### src/hdl/pss_cfg.svh
// Register map, field positions, reset values, sizes and threshold spacing of the power sequencer.
`ifndef PSS_CFG_SVH
`define PSS_CFG_SVH

// ----------------------------------------------------------------------
// Register byte addresses
// ----------------------------------------------------------------------
`define PSS_ADDR_CTRL 12'h000
`define PSS_ADDR_BANK 12'h004
`define PSS_ADDR_CLKEN 12'h008
`define PSS_ADDR_PGUARD 12'h00c
`define PSS_ADDR_STATUS 12'h010

// ----------------------------------------------------------------------
// Control register fields
// ----------------------------------------------------------------------
`define PSS_CTRL_MON_EN 0
`define PSS_CTRL_STBY 1
`define PSS_CTRL_BG_OFF 2
`define PSS_CTRL_RM_OFF 3
`define PSS_CTRL_OSC_SB 4
`define PSS_CTRL_OSC_OFF 5
`define PSS_CTRL_PLL_SB 6
`define PSS_CTRL_PLL_OFF 7
`define PSS_CTRL_WAKE_EN 8
`define PSS_CTRL_W 9

// ----------------------------------------------------------------------
// Status register fields
// ----------------------------------------------------------------------
`define PSS_ST_BROWNOUT 8
`define PSS_ST_PWR_LSB 16

// ----------------------------------------------------------------------
// Reset values and sizes
// ----------------------------------------------------------------------
`define PSS_CTRL_RST 9'h001
`define PSS_BANK_RST 6'h00
`define PSS_CLKEN_RST 8'hff
`define PSS_PGUARD_RST 32'h00000000
`define PSS_PWR_RST 6'h1b
`define PSS_BANKBUF_RST 6'h3f
`define PSS_IBUF_RST 16'hffff
`define PSS_NUM_BANKS 6
`define PSS_NUM_PCLK 8
`define PSS_NUM_IBUF 16

// ----------------------------------------------------------------------
// Threshold spacing, in tenths of a millivolt
// ----------------------------------------------------------------------
`define PSS_HYST_X10MV 120

`endif

### src/hdl/pss_pkg.sv
// Types shared by the power sequencer modules.
`include "pss_cfg.svh"

package pss_pkg;

  // ----------------------------------------------------------------------
  // Sequencing phases
  // ----------------------------------------------------------------------
  typedef enum logic [1:0] {PH_POWERUP, PH_LOAD, PH_USER, PH_STANDBY} pss_phase_type;

  // ----------------------------------------------------------------------
  // Bus carriers
  // ----------------------------------------------------------------------
  typedef struct packed {
    logic psel;
    logic penable;
    logic pwrite;
    logic [11:0] paddr;
    logic [31:0] pwdata;
  } pss_apb_req_type;

  typedef struct packed {
    logic pready;
    logic pslverr;
    logic [31:0] prdata;
  } pss_apb_rsp_type;

  // ----------------------------------------------------------------------
  // Supply indications and straps, all from outside the clock domain
  // ----------------------------------------------------------------------
  typedef struct packed {
    logic strap_lowv;
    logic strap_reg;
    logic pll_clk_low;
    logic ext_dn_ok;
    logic core_sram_ok;
    logic core_bg_ok;
    logic ext_up;
    logic cfgbank_up;
    logic core_up;
  } pss_supply_type;

  // ----------------------------------------------------------------------
  // Analog block controls
  // ----------------------------------------------------------------------
  typedef struct packed {
    logic pll_clk_gate;
    logic pll_pwr_on;
    logic osc_on;
    logic lpmon_on;
    logic resetmon_on;
    logic bandgap_on;
  } pss_pwr_type;

endpackage

### src/hdl/pss_sync.sv
// Three-stage synchroniser with agreement filter for asynchronous inputs.
module pss_sync #(
  parameter int WIDTH = 9
) (
  // Clock and reset
  input wire logic i_clk,
  input wire logic i_reset_n,
  // Asynchronous inputs
  input wire logic [WIDTH-1:0] i_async,
  // Synchronised outputs
  output logic [WIDTH-1:0] o_sync
);

  typedef struct packed {
    logic [WIDTH-1:0] s1;
    logic [WIDTH-1:0] s2;
    logic [WIDTH-1:0] s3;
    logic [WIDTH-1:0] out;
  } pss_sync_state_type;

  pss_sync_state_type st_r;
  pss_sync_state_type st_nxt;

  always_comb
  begin
    st_nxt = st_r;
    st_nxt.s1 = i_async;
    st_nxt.s2 = st_r.s1;
    st_nxt.s3 = st_r.s2;
    // A change counts only when the second and third stages agree.
    for (int i = 0; i < WIDTH; i++)
    begin
      if (st_r.s2[i] == st_r.s3[i])
      begin
        st_nxt.out[i] = st_r.s3[i];
      end
    end
  end

  always_ff @(posedge i_clk)
  begin
    if (!i_reset_n)
    begin
      st_r <= '0;
    end
    else
    begin
      st_r <= st_nxt;
    end
  end

  assign o_sync = st_r.out;

endmodule // pss_sync

### src/hdl/pss_top.sv
// Power-on reset and standby power sequencer with APB register access.
//
// Behaviour
// - Watch core and bank supplies, then load flash.
// - Keep user I/Os tristated before and during load.
// - Release I/Os only after entering user mode.
// - Supervise core supply in user mode when selected.
// - Core below active ramp-down level restarts power-up.
// - Regulated variants also monitor the external supply.
// - Bandgap off disables main monitor; low-power one stays.
// - Bandgap off in standby only on 1.2 V.
// - Reset monitor may be off in standby.
// - Oscillator off statically or on standby entry.
// - PLL powers off only after clocks are low.
// - Per-bank switching of referenced and differential buffers.
// - Independent run-time enable for each primary clock.
// - Input-buffer gate for clock or data paths.
// - Wake and standby outputs only with wake enable.
// - Ramp-down level sits below the ramp-up level.
// - Bank supply has no ramp-down reset check.
//
// The APB interface to the registers and the address map were left to the implementer.
module pss_top (
  // Clock and reset
  input wire logic i_clk,
  input wire logic i_reset_n,
  // APB register port
  input wire pss_pkg::pss_apb_req_type i_apb,
  output pss_pkg::pss_apb_rsp_type o_apb,
  // Supply comparators, PLL status and variant straps
  input wire pss_pkg::pss_supply_type i_supply,
  // Configuration flash
  input wire logic i_flash_done,
  output logic o_flash_start,
  // Core user logic
  output logic o_user_reset_n,
  output logic o_io_release,
  // Two-wire core requests and gated outputs to the power module
  input wire logic i_tw_wake,
  input wire logic i_tw_stdby,
  output logic o_tw_wake,
  output logic o_tw_stdby,
  // Analog power controls
  output pss_pkg::pss_pwr_type o_pwr,
  // Buffer and clock gating
  output logic [`PSS_NUM_BANKS-1:0] o_bank_buf_on,
  output logic [`PSS_NUM_PCLK-1:0] o_pclk_en,
  output logic [`PSS_NUM_IBUF-1:0] o_ibuf_on
);

  import pss_pkg::*;

  // ----------------------------------------------------------------------
  // State
  // ----------------------------------------------------------------------
  typedef struct packed {
    pss_phase_type phase;
    logic [`PSS_CTRL_W-1:0] ctrl;
    logic [`PSS_NUM_BANKS-1:0] bank_off;
    logic [`PSS_NUM_PCLK-1:0] clk_en;
    logic [31:0] pguard;
    logic brownout;
    logic variant_reg;
    logic variant_lowv;
    logic tw_stby;
    logic flash_start;
    logic user_reset_n;
    logic io_release;
    logic tw_wake_out;
    logic tw_stdby_out;
    pss_pwr_type pwr;
    logic [`PSS_NUM_BANKS-1:0] bank_buf_on;
    logic [`PSS_NUM_PCLK-1:0] pclk_en;
    logic [`PSS_NUM_IBUF-1:0] ibuf_on;
    pss_apb_rsp_type apb;
  } pss_state_type;

  pss_state_type st_r;
  pss_state_type st_nxt;
  pss_supply_type sup;

  // ----------------------------------------------------------------------
  // Helpers
  // ----------------------------------------------------------------------
  function automatic logic pss_addr_hit(input logic [11:0] addr);
    pss_addr_hit = (addr == `PSS_ADDR_CTRL) || (addr == `PSS_ADDR_BANK) ||
                   (addr == `PSS_ADDR_CLKEN) || (addr == `PSS_ADDR_PGUARD) ||
                   (addr == `PSS_ADDR_STATUS);
  endfunction

  function automatic logic pss_is_live(input pss_phase_type ph);
    pss_is_live = (ph == PH_USER) || (ph == PH_STANDBY);
  endfunction

  function automatic logic pss_bo_clear(input pss_apb_req_type req, input logic wr_ok);
    pss_bo_clear = wr_ok && (req.paddr == `PSS_ADDR_STATUS) && req.pwdata[`PSS_ST_BROWNOUT];
  endfunction

  // ----------------------------------------------------------------------
  // Input synchronisers
  // ----------------------------------------------------------------------
  pss_sync #(
    .WIDTH($bits(pss_supply_type))
  ) u_sync (
    .i_clk(i_clk),
    .i_reset_n(i_reset_n),
    .i_async(i_supply),
    .o_sync(sup)
  );

  // ----------------------------------------------------------------------
  // Next-state logic
  // ----------------------------------------------------------------------
  logic access;
  logic wr;
  logic live;
  logic standby;
  logic stby_want;
  logic supplies_up;
  logic main_mon;
  logic bo_event;
  logic pll_want_off;
  logic [31:0] rd_data;

  always_comb
  begin
    st_nxt = st_r;
    live = pss_is_live(st_r.phase);
    standby = (st_r.phase == PH_STANDBY);

    // ----------------------------------------------------------------------
    // Register access
    // ----------------------------------------------------------------------
    // Register access: one wait state, the write lands on the completing edge.
    access = i_apb.psel & i_apb.penable;
    wr = access & st_r.apb.pready & i_apb.pwrite & pss_addr_hit(i_apb.paddr);
    rd_data = 32'h00000000;
    unique case (i_apb.paddr)
      `PSS_ADDR_CTRL: rd_data[`PSS_CTRL_W-1:0] = st_r.ctrl;
      `PSS_ADDR_BANK: rd_data[`PSS_NUM_BANKS-1:0] = st_r.bank_off;
      `PSS_ADDR_CLKEN: rd_data[`PSS_NUM_PCLK-1:0] = st_r.clk_en;
      `PSS_ADDR_PGUARD: rd_data = st_r.pguard;
      `PSS_ADDR_STATUS:
      begin
        rd_data[1:0] = st_r.phase;
        rd_data[2] = st_r.variant_reg;
        rd_data[3] = st_r.variant_lowv;
        rd_data[4] = st_r.tw_stby;
        rd_data[`PSS_ST_BROWNOUT] = st_r.brownout;
        rd_data[`PSS_ST_PWR_LSB +: $bits(pss_pwr_type)] = st_r.pwr;
      end
      default: rd_data = 32'h00000000;
    endcase
    // A master that leaves penable high after the answer would get a second pulse.
    if (access && !st_r.apb.pready)
    begin
      st_nxt.apb.pready = 1'b1;
      st_nxt.apb.pslverr = !pss_addr_hit(i_apb.paddr);
      st_nxt.apb.prdata = i_apb.pwrite ? 32'h00000000 : rd_data;
    end
    else
    begin
      st_nxt.apb.pready = 1'b0;
      st_nxt.apb.pslverr = 1'b0;
    end
    if (wr)
    begin
      unique case (i_apb.paddr)
        `PSS_ADDR_CTRL: st_nxt.ctrl = i_apb.pwdata[`PSS_CTRL_W-1:0];
        `PSS_ADDR_BANK: st_nxt.bank_off = i_apb.pwdata[`PSS_NUM_BANKS-1:0];
        `PSS_ADDR_CLKEN: st_nxt.clk_en = i_apb.pwdata[`PSS_NUM_PCLK-1:0];
        `PSS_ADDR_PGUARD: st_nxt.pguard = i_apb.pwdata;
        default: st_nxt.ctrl = st_r.ctrl;
      endcase
    end

    // ----------------------------------------------------------------------
    // Two-wire requests
    // ----------------------------------------------------------------------
    // Two-wire standby requests are honoured only with wake enable set.
    st_nxt.tw_wake_out = st_r.ctrl[`PSS_CTRL_WAKE_EN] & i_tw_wake;
    st_nxt.tw_stdby_out = st_r.ctrl[`PSS_CTRL_WAKE_EN] & i_tw_stdby;
    if (!st_r.ctrl[`PSS_CTRL_WAKE_EN])
    begin
      st_nxt.tw_stby = 1'b0;
    end
    else if (i_tw_stdby)
    begin
      st_nxt.tw_stby = 1'b1;
    end
    else if (i_tw_wake)
    begin
      st_nxt.tw_stby = 1'b0;
    end
    stby_want = st_r.ctrl[`PSS_CTRL_STBY] | st_r.tw_stby;

    // ----------------------------------------------------------------------
    // Supervision
    // ----------------------------------------------------------------------
    // Ramp-up needs core and bank supplies, plus the external one on regulated variants; the bank supply is never checked again.
    supplies_up = sup.core_up & sup.cfgbank_up & (!st_r.variant_reg | sup.ext_up);

    // The main monitor trips on the lower bandgap level, so a supply that
    // just passed ramp-up cannot bounce straight back into reset.
    main_mon = st_r.ctrl[`PSS_CTRL_MON_EN] & st_r.pwr.resetmon_on;
    bo_event = live &&
               ((main_mon && (!sup.core_bg_ok || (st_r.variant_reg && !sup.ext_dn_ok))) ||
                (st_r.pwr.lpmon_on && !sup.core_sram_ok));

    // A new event wins over a clear written in the same cycle.
    st_nxt.brownout = (st_r.brownout & !pss_bo_clear(i_apb, wr)) | bo_event;

    // ----------------------------------------------------------------------
    // Phase sequencing
    // ----------------------------------------------------------------------
    unique case (st_r.phase)
      PH_POWERUP:
      begin
        // Straps are followed only here, so a strap glitch in user mode changes nothing.
        st_nxt.variant_reg = sup.strap_reg;
        st_nxt.variant_lowv = sup.strap_lowv;
        st_nxt.user_reset_n = 1'b0;
        st_nxt.io_release = 1'b0;
        if (supplies_up)
        begin
          st_nxt.phase = PH_LOAD;
          st_nxt.flash_start = 1'b1;
        end
      end
      PH_LOAD:
      begin
        if (!sup.core_bg_ok)
        begin
          st_nxt.phase = PH_POWERUP;
          st_nxt.flash_start = 1'b0;
        end
        else if (i_flash_done)
        begin
          st_nxt.phase = PH_USER;
          st_nxt.flash_start = 1'b0;
          st_nxt.user_reset_n = 1'b1;
          st_nxt.io_release = 1'b1;
        end
      end
      PH_USER:
      begin
        if (stby_want)
        begin
          st_nxt.phase = PH_STANDBY;
        end
      end
      PH_STANDBY:
      begin
        if (!stby_want)
        begin
          st_nxt.phase = PH_USER;
        end
      end
    endcase
    if (bo_event)
    begin
      st_nxt.phase = PH_POWERUP;
      st_nxt.user_reset_n = 1'b0;
      st_nxt.io_release = 1'b0;
      st_nxt.flash_start = 1'b0;
    end

    // ----------------------------------------------------------------------
    // Power controls
    // ----------------------------------------------------------------------
    // Analog power controls, following the phase just entered.
    standby = (st_nxt.phase == PH_STANDBY);
    st_nxt.pwr.bandgap_on = !(standby && st_r.ctrl[`PSS_CTRL_BG_OFF] && st_r.variant_lowv);
    st_nxt.pwr.resetmon_on = st_nxt.pwr.bandgap_on &&
                             !(standby && st_r.ctrl[`PSS_CTRL_RM_OFF]);
    st_nxt.pwr.lpmon_on = !st_nxt.pwr.resetmon_on;
    st_nxt.pwr.osc_on = st_nxt.pwr.bandgap_on && !st_r.ctrl[`PSS_CTRL_OSC_OFF] &&
                        !(standby && st_r.ctrl[`PSS_CTRL_OSC_SB]);

    // The PLL is gated first and loses power only once its clocks read low.
    pll_want_off = st_r.ctrl[`PSS_CTRL_PLL_OFF] || (standby && st_r.ctrl[`PSS_CTRL_PLL_SB]) ||
                   !st_nxt.pwr.bandgap_on;
    if (pll_want_off)
    begin
      st_nxt.pwr.pll_clk_gate = 1'b1;
      if (st_r.pwr.pll_clk_gate && sup.pll_clk_low)
      begin
        st_nxt.pwr.pll_pwr_on = 1'b0;
      end
    end
    else
    begin
      st_nxt.pwr.pll_pwr_on = 1'b1;
      if (st_r.pwr.pll_pwr_on)
      begin
        st_nxt.pwr.pll_clk_gate = 1'b0;
      end
    end

    // Referenced and differential buffers also need the bandgap.
    st_nxt.bank_buf_on = ~st_nxt.bank_off & {`PSS_NUM_BANKS{st_nxt.pwr.bandgap_on}};
    st_nxt.pclk_en = st_nxt.clk_en;
    st_nxt.ibuf_on = ~(st_nxt.pguard[`PSS_NUM_IBUF-1:0] |
                       (st_nxt.pguard[31:16] & {`PSS_NUM_IBUF{standby}}));
  end

  // ----------------------------------------------------------------------
  // State register
  // ----------------------------------------------------------------------
  always_ff @(posedge i_clk)
  begin
    if (!i_reset_n)
    begin
      st_r <= '0;
      st_r.phase <= PH_POWERUP;
      st_r.ctrl <= `PSS_CTRL_RST;
      st_r.bank_off <= `PSS_BANK_RST;
      st_r.clk_en <= `PSS_CLKEN_RST;
      st_r.pguard <= `PSS_PGUARD_RST;
      st_r.pwr <= `PSS_PWR_RST;
      st_r.pclk_en <= `PSS_CLKEN_RST;
      st_r.ibuf_on <= `PSS_IBUF_RST;
      st_r.bank_buf_on <= `PSS_BANKBUF_RST;
    end
    else
    begin
      st_r <= st_nxt;
    end
  end

  // ----------------------------------------------------------------------
  // Outputs
  // ----------------------------------------------------------------------
  assign o_apb = st_r.apb;
  assign o_flash_start = st_r.flash_start;
  assign o_user_reset_n = st_r.user_reset_n;
  assign o_io_release = st_r.io_release;
  assign o_tw_wake = st_r.tw_wake_out;
  assign o_tw_stdby = st_r.tw_stdby_out;
  assign o_pwr = st_r.pwr;
  assign o_bank_buf_on = st_r.bank_buf_on;
  assign o_pclk_en = st_r.pclk_en;
  assign o_ibuf_on = st_r.ibuf_on;

endmodule // pss_top

### config.mk
export PLATFORM = sky130hd
export DESIGN_NAME = pss_top
export DESIGN_NICKNAME = d
export VERILOG_FILES = /design/src/hdl/pss_pkg.sv /design/src/hdl/pss_sync.sv /design/src/hdl/pss_top.sv
export VERILOG_INCLUDE_DIRS = /design/src /design/src/hdl
export SDC_FILE = /design/constraint.sdc
export NUM_CORES = 1
export LEC_CHECK = 0
export ABC_CLOCK_PERIOD_IN_PS = 3300
export BUFFER_PORTS_ARGS = -buffer_cell sky130_fd_sc_hd__buf_2
export CAP_MARGIN = 20
export CORE_ASPECT_RATIO = 1.5
export CORE_UTILIZATION = 33
export CTS_CLUSTER_SIZE = 10
export DETAILED_ROUTE_END_ITERATION = 10
export PLACE_DENSITY = 0.57
export SYNTH_ARGS = -nofsm -noshare
export SYNTH_HDL_FRONTEND = slang
export SYNTH_HIERARCHICAL = 1
export SYNTH_SLANG_ARGS = --single-unit
### constraint.sdc
create_clock -name i_clk -period 3.3 [get_ports i_clk]
set_clock_uncertainty 0.1 [all_clocks]
set_input_delay 0.165 -clock i_clk [delete_from_list [all_inputs] [get_ports i_clk]]
set_output_delay 0.165 -clock i_clk [all_outputs]
set_load 0.03 [all_outputs]
Word level (Yosys, flattened, before mapping)
Index checks and enable logic that the tools add are counted.

$add $sub $neg: 0. Multiply operators: 0. Divide/modulo/power cells: 0. $lt $le $gt $ge: 0. Eq/ne operators: 21. Shifts and indexed selects: 0. Muxes and demuxes: 30. Bitwise gates (word level): 19. Reductions and logical operators: 50.

Operator list (count): $mux W32 (2); $mux W46 (1); $pmux W5 S5 (1); $eq A12 B4 Y1 const B (2); $mux W2 (9); $and A16 B16 Y16 (1); $logic_and A1 B1 Y1 (16); $not A16 Y16 (1); $or A16 B16 Y16 (1); $eq A12 B3 Y1 const B (1); $eq A12 B5 Y1 const B (1); $logic_not A1 Y1 (12); $logic_not A12 Y1 (1); $pmux W6 S2 (1); $and A1 B1 Y1 (10); $mux W10 (1); $reduce_and A2 Y1 (5); $eq A1 B1 Y1 (9); $logic_or A1 B1 Y1 (9); $mux W8 (1); $pmux W2 S4 (1); $mux W7 (1); $and A6 B6 Y6 (1); $eq A2 B2 Y1 const B (3); other kinds (18) (29).

Register bits after elaboration: 164. Bits in latches: 0. Bits in writable memories: 0. Bits in read-only memories: 0. Input port bits: 61. Output and inout port bits: 75. Word-level logic and storage cells: 157. Memories kept: 0.

Logic depth before layout (Yosys ltp)
Gate-level depths: netlist of the first run.

Depth in word-level cells: 13. Mapped depth: 7. Depth with buffers taken out: 4.

Cells and area by module
The synthesis of the first run kept the hierarchy.

Modules (own cells, without submodules): pss_top (times used 1, cells an instance 549, area each 5500.3 sq um, seq. area each 2542.4 sq um); pss_sync (times used 1, cells an instance 102, area each 1138.6 sq um, seq. area each 720.7 sq um).

Worst setup path after synthesis of the first run
Ideal clock, no wire load.

Path type: input to register. From: input i_apb[33] (netlist bit). To: register st_r, in the netlist o_apb[22]. Setup time: 57 ps. Arrival: 1683 ps. Data required time: 3143 ps. Path slack: 1460 ps. Stages on the path: 6. Path buffers: 2. Cell sequence: or4_1 -> nor4_4 -> and2_1 -> buf_6 -> buf_12 -> a22o_2.

Word-level cells in the longest chain between the ends: 3.

RTL lines: start: declaration (line pss_top.sv:28) `input wire pss_pkg::pss_apb_req_type i_apb,`; $eq A12 B4 Y1 (line pss_top.sv:138) `unique case (i_apb.paddr)`; $mux W10 (line pss_top.sv:138); $mux W32 (line pss_top.sv:159) `st_nxt.apb.prdata = i_apb.pwrite ? 32'h00000000 : rd_data;`; end signal: assignment (line pss_top.sv:327) `st_r <= st_nxt;`; end: declaration (line pss_top.sv:78) `pss_state_type st_r;`.

No other way between the ends. A chain may end at the register's enable or synchronous reset.

Worst setup path after layout of the first run
From: input i_apb[36] (netlist bit). To: register st_r, in the netlist o_ibuf_on[15].

Word-level cells in the longest chain between the ends: 10. Elaborated cells on any way between the ends: 15. Classes of those cells: 4 x eq/ne; 2 x mux; 4 x bitwise; 5 x reduce/logical.

RTL lines: $eq A12 B3 Y1 or $logic_not A12 Y1 (tied branches); $logic_or A1 B1 Y1 (4 in series) (line pss_top.sv:86) `` pss_addr_hit = (addr == `PSS_ADDR_CTRL) || (addr == `PSS_ADDR_BANK) || ``; $and A1 B1 Y1 (line pss_top.sv:136) `wr = access & st_r.apb.pready & i_apb.pwrite & pss_addr_hit(i_apb.paddr);`; $mux W46 * (line pss_top.sv:166) `if (wr)`; $and A16 B16 Y16 (line pss_top.sv:304) `` (st_nxt.pguard[31:16] & {`PSS_NUM_IBUF{standby}})); ``; $or A16 B16 Y16 * (line pss_top.sv:303) `` st_nxt.ibuf_on = ~(st_nxt.pguard[`PSS_NUM_IBUF-1:0] | ``; $not A16 Y16 * (line pss_top.sv:303).

Every way passes the cells marked *; elsewhere a longest branch is shown, timed or not. The select of a mux whose other input is x is not followed.

==> reports/results.tsv, run 1 <==
metric	value	unit
ys_ff_latch	163	
clock_sinks	163	
multiInputGateArea	2580	sq um
critPathCaptureType	flop	
regArea	3260	sq um
fin_total_pwr	4.23	mW
drcViolationCount	0	
synth-edff-count	0	
num_rows	63	
max_freq	346	MHz
place_ws	861	ps
wl_per_cell	16.4	um
cts_resized	0	
dp.cells	943	
dp_hpwl	12000	um
irDropWorstVdd	0.000359	V
area_growth	20.9	%
synth_area	6640	sq um
whs	15.2	ps
worstSkewPairLatency	420	ps
ant_nets	0	
slew_violations	0	
synth_top_cell_area_share	49.2	%
synth_top_area_cell	dfxtp_1	
start_util	33.7	%
overflow	0	
crit_path_start_kind	primary input	
crit_type	in2reg	
chipHeight	176	um
grt_usage	16.5	%
yosysSeqAreaShare	49.2	%
p_per_area	526	nW/um^2
yosys-top-cells-area	dfxtp_1 49%, buf_4 9.0%, mux2_2 5.6%	
die_w	118	um
synth-async-reset-ratio	0	%
grt_pass1_vias	4686	
ys_types	55	
synth_nets	712	
finalSetupTns	0	ps
n_fill_cell	1954	
fin_crit_sh	87.6	%
layout-drive-gt1-share	32.1	%
relSlewSlack	37.2	%
stdcell_count	1020	
leakage	3.30	nW
crit_required	3560	ps
synthCells	651	
worstHoldPathType	in2reg	
cts_made_buffers	17	
core	19700	sq um
gp_congestion	0.809	
io_pins	136	
grt_pass1_wl	25900	um
worst_slew_pin_slew	934	ps
via_per_inst	4.76	
synth_common_cells	163 x dfxtp_1, 80 x buf_4, 55 x and2_1	
antenna_found_initial	0	
holdBufCountCts	45	
avgSynthCellArea	10.2	sq um
clkTransAtPathRegs	70	ps
setup-violations-final	0	
fin_nets	808	
yosys_warnings	6	
grt_max_degree	78	
worstPathMaxFanout	32	
root_buffer	clkbuf_16	
die-area	20700	sq um
finalCriticalPeriod	2890	ps
port-buffer-count	135	
dr.pass1.iters	4	
post_cts_buffers	0	
setup_ws	410	ps
drt-initial-drc-count	314	
vias	4854	
clockBufferDepth	2	
run_status	completed	
maxCapViolations	0	
routed_wl	16700	um
cts_tree	done	
finalHoldViolations	0	
cp.arrival	3150	ps
rsz0062_at_grt	no	
synth_most_common_cell	dfxtp_1	
synth_ff_type	dfxtp_1	
diodes	0	
htreeDepth	4	
## metrics by stage
| step | area [sq um] | util (%) |
|---|---|---|
| 2_1_floorplan | 6640 | - |
| 6_report | 8030 | 40.7 |
| 3_5_place_dp | 6970 | 35.4 |
| 4_1_cts | 8030 | 40.7 |
| 3_3_place_gp | 6960 | 35.3 |
| 5_1_grt | 8030 | 40.7 |
## cells by family after synthesis
| family | count (synthesis) | share of synthesized area, % |
|---|---|---|
| AND/OR/NAND/NOR | 189 | 16.4 |
| flip-flops | 163 | 49.2 |
| AO/OA/AOI/OAI | 126 | 13.5 |
| buffers and inverters | 126 | 12.1 |
| multiplexers | 47 | 8.88 |
## flip-flops by register name (all words and copies together) (netlist names)
| register | flops |
|---|---|
| o_bank_buf_on | 6 |
| o_ibuf_on | 16 |
| o_tw_wake | 1 |
| u_sync/st_nxt | 18 |
| u_sync/o_sync | 9 |
| o_apb | 34 |
| st_r | 53 |
| o_flash_start | 1 |
| o_pclk_en | 8 |
| o_tw_stdby | 1 |
| o_pwr | 6 |
| u_sync/st_r | 9 |
| o_user_reset_n | 1 |
## cell type report
class | instances | share of cell area (%)
Timing Repair Buffer | 190 | 15.0
Multi-Input combinational cell | 362 | 32.1
Inverter | 13 | 0.608
Sequential cell | 163 | 40.6
Clock buffer | 19 | 5.52
Tap cell | 260 | 4.05
Clock inverter | 13 | 2.06
## worst max-delay path, cell delays in order
cell           delay, ps
dlygate4sd3_1        530
buf_2                160
nor4_1               620
nand4_1              150
buf_4                320
mux2_1               390
a22oi_1              210
dlygate4sd3_1        580
## power by group
group / switching, mW / internal [mW] / leakage, nW / total (mW)
Sequential: 0.00718 / 1.98 / 1.32 / 1.99
Combinational: 0.109 / 0.0932 / 1.69 / 0.203
Clock: 0.865 / 1.17 / 0.297 / 2.03
## worst paths after layout
path,cells after the start,slack [ps],to,from
min,3,20,st_r[109],i_apb[30]
max,8,410,o_ibuf_on[15],i_apb[36]
max reg2reg,6,830,o_ibuf_on[13],o_apb[33]
min reg2reg,1,330,u_sync/st_nxt[11],u_sync/st_nxt[20]
## layout by cell type, fill, tap and decap left out, types with 3 or more instances in the layout
master / count
buf_4: 9
and4_1: 3
mux2i_1: 6
mux4_2: 6
nand4_1: 7
dlygate4sd3_1: 45
nand3_1: 23
o21bai_1: 5
and2_2: 7
nor2_1: 11
a22oi_1: 20
a22o_2: 10
clkbuf_16: 17
mux2_2: 33
and2_1: 55
a21boi_0: 7
a21boi_2: 3
inv_8: 4
nand4b_1: 8
a311oi_1: 6
a31oi_1: 4
inv_6: 4
dfxtp_1: 163
buf_2: 135
a22o_1: 9
nor3_1: 7
inv_1: 13
o211ai_1: 8
o31a_1: 3
a21oi_1: 22
o21ai_0: 22
nand2_1: 45
nor2b_1: 4
## routing by layer
metal,wire length (um),GRT usage [%]
met5,0,0
met4,382,7.05
met2,8700,29.8
met3,779,4.19
met1,6850,18.1
Power figures use the tool's default switching activity.
==> run 2, diff against run 1 <==
REMOVE_ABC_BUFFERS = 1   (was unset)
TNS_END_PERCENT = 100   (was unset)
==> run 2 against run 1 <==
Global-route usage rose by 0.079 points. Flip-flop and latch count unchanged. Fmax is 11% higher. Worst setup slack better by 300 ps. Utilization up 0.37 points. Die area stayed put. Critical path type unchanged. Critical endpoint is now o_ibuf_on[11]. Largest cell class unchanged.
==> reports/results.tsv, run 2 (synthesis gave the netlist of run 1 again) <==
metric	value	unit
run_status	completed	
n_fill_cell	2010	
setup-violations-final	0	
p_per_area	505	nW/um^2
rsz0062_at_grt	no	
port-buffer-count	135	
slew_violations	0	
maxCapViolations	0	
start_util	33.7	%
max_freq	385	MHz
fin_crit_sh	78.6	%
dp.cells	947	
dp_hpwl	11700	um
reg2reg_slack	850	ps
worstPathMaxFanout	32	
clkTransAtPathRegs	60	ps
cp.arrival	2860	ps
relSlewSlack	43.0	%
area_growth	22.0	%
core	19700	sq um
worstSkewPairLatency	420	ps
finalHoldViolations	0	
antenna_found_initial	0	
dr.pass1.iters	4	
crit_required	3560	ps
fin_util	41.1	%
ant_nets	0	
overflow	0	
drcViolationCount	0	
final_common_cell	dfxtp_1	
vias	4956	
stdcell_count	1030	
die_w	118	um
wl_per_cell	16.4	um
crit_type	in2reg	
cts_made_buffers	17	
finalCriticalPeriod	2590	ps
grt_pass1_wl	26400	um
finalSetupTns	0	ps
chipHeight	176	um
r2r-start	o_apb[33]	
clock_sinks	163	
num_rows	63	
io_pins	136	
critPathCaptureType	flop	
die-area	20700	sq um
clockBufferDepth	2	
routed_wl	16900	um
htreeDepth	4	
grt_max_degree	78	
holdPathStages	3	
via_per_inst	4.81	
top_register	st_r	
grt_usage	16.6	%
rr_worst_depth	6	
cts_tree	done	
final_cell_mix	163 x dfxtp_1, 134 x buf_2, 55 x and2_1, 54 x dlygate4sd3_1, 45 x nand2_1	
worstHoldPathType	in2reg	
whs	145	ps
crit_path_start_kind	primary input	
worstHoldStart	i_apb[45]	
root_buffer	clkbuf_16	
irDropWorstVdd	0.000316	V
diodes	0	
grt_pass1_vias	4860	
largest_reg_flops	53	
leakage	3.33	nW
fin_nets	821	
drt-initial-drc-count	304	
gp_congestion	0.770	
worstSetupStartpoint	i_apb[36]	
worst_slew_pin_slew	851	ps
post_cts_buffers	0	
layout-drive-gt1-share	31.9	%
## run 2: changes by cell type in the layout (fill, tap and decap cells not counted)
cell,previous run,this run
buf_2,135,134
buf_4,9,15
buf_6,1,0
bufinv_16,2,1
clkbuf_8,1,4
clkinv_2,0,2
dlygate4sd3_1,45,54
inv_6,4,0
inv_8,4,1
nor2_1,11,10
nor2_2,0,1
## run 2: through the flow
step / setup slack (ps) / power (mW) / cell area, sq um
3_3_place_gp: 870 / 2.20 / 7000
4_1_cts: 705 / 4.13 / 8100
2_1_floorplan: 557 / 2.09 / 5880
6_report: 705 / 4.09 / 8100
5_1_grt: 537 / 4.25 / 8100
3_5_place_dp: 819 / 2.20 / 7000
## run 2: final cells by class
type | count | area, sq um | share of cell area, %
Clock inverter | 7 | 76.3 | 0.942
Timing Repair Buffer | 203 | 1320 | 16.3
Inverter | 13 | 48.8 | 0.602
Tap cell | 260 | 325 | 4.02
Multi-Input combinational cell | 362 | 2580 | 31.8
Sequential cell | 163 | 3260 | 40.3
Clock buffer | 22 | 484 | 5.98
## run 2: worst max-delay path, stage by stage
cell and delay (ps):
dlygate4sd3_1 530, buf_2 160, nor4_1 290, buf_4 180, nand4_1 70, buf_4 320
mux2_1 380, a22oi_1 180, dlygate4sd3_1 570
## run 2: path summary, 6_finish.rpt
kind | endpoint
worst max-delay path | o_ibuf_on[11]
worst max register to register | o_ibuf_on[9]
worst min register to register | u_sync/st_nxt[15]
worst min-delay path | o_apb[33]
## run 2: report_power, final
group,switching [mW],internal [mW],total (mW)
clock,0.782,1.11,1.89
sequential,0.00732,1.99,1.99
combinational,0.108,0.0971,0.205
## run 2: timing repair
action	CTS	global route
hold buffers	54	0
hold endpoints to repair	79	0
resized for setup	0	0
## run 2: layer usage
| layer | global-route usage, % | vias to the layer above | routed length [um] |
|---|---|---|---|
| met4 | 5.24 | 0 | 232 |
| met5 | 0 | - | 0 |
| met3 | 4.90 | 14 | 784 |
| li1 | - | 2428 | - |
| met1 | 19.6 | 2386 | 7350 |
| met2 | 28.6 | 128 | 8490 |
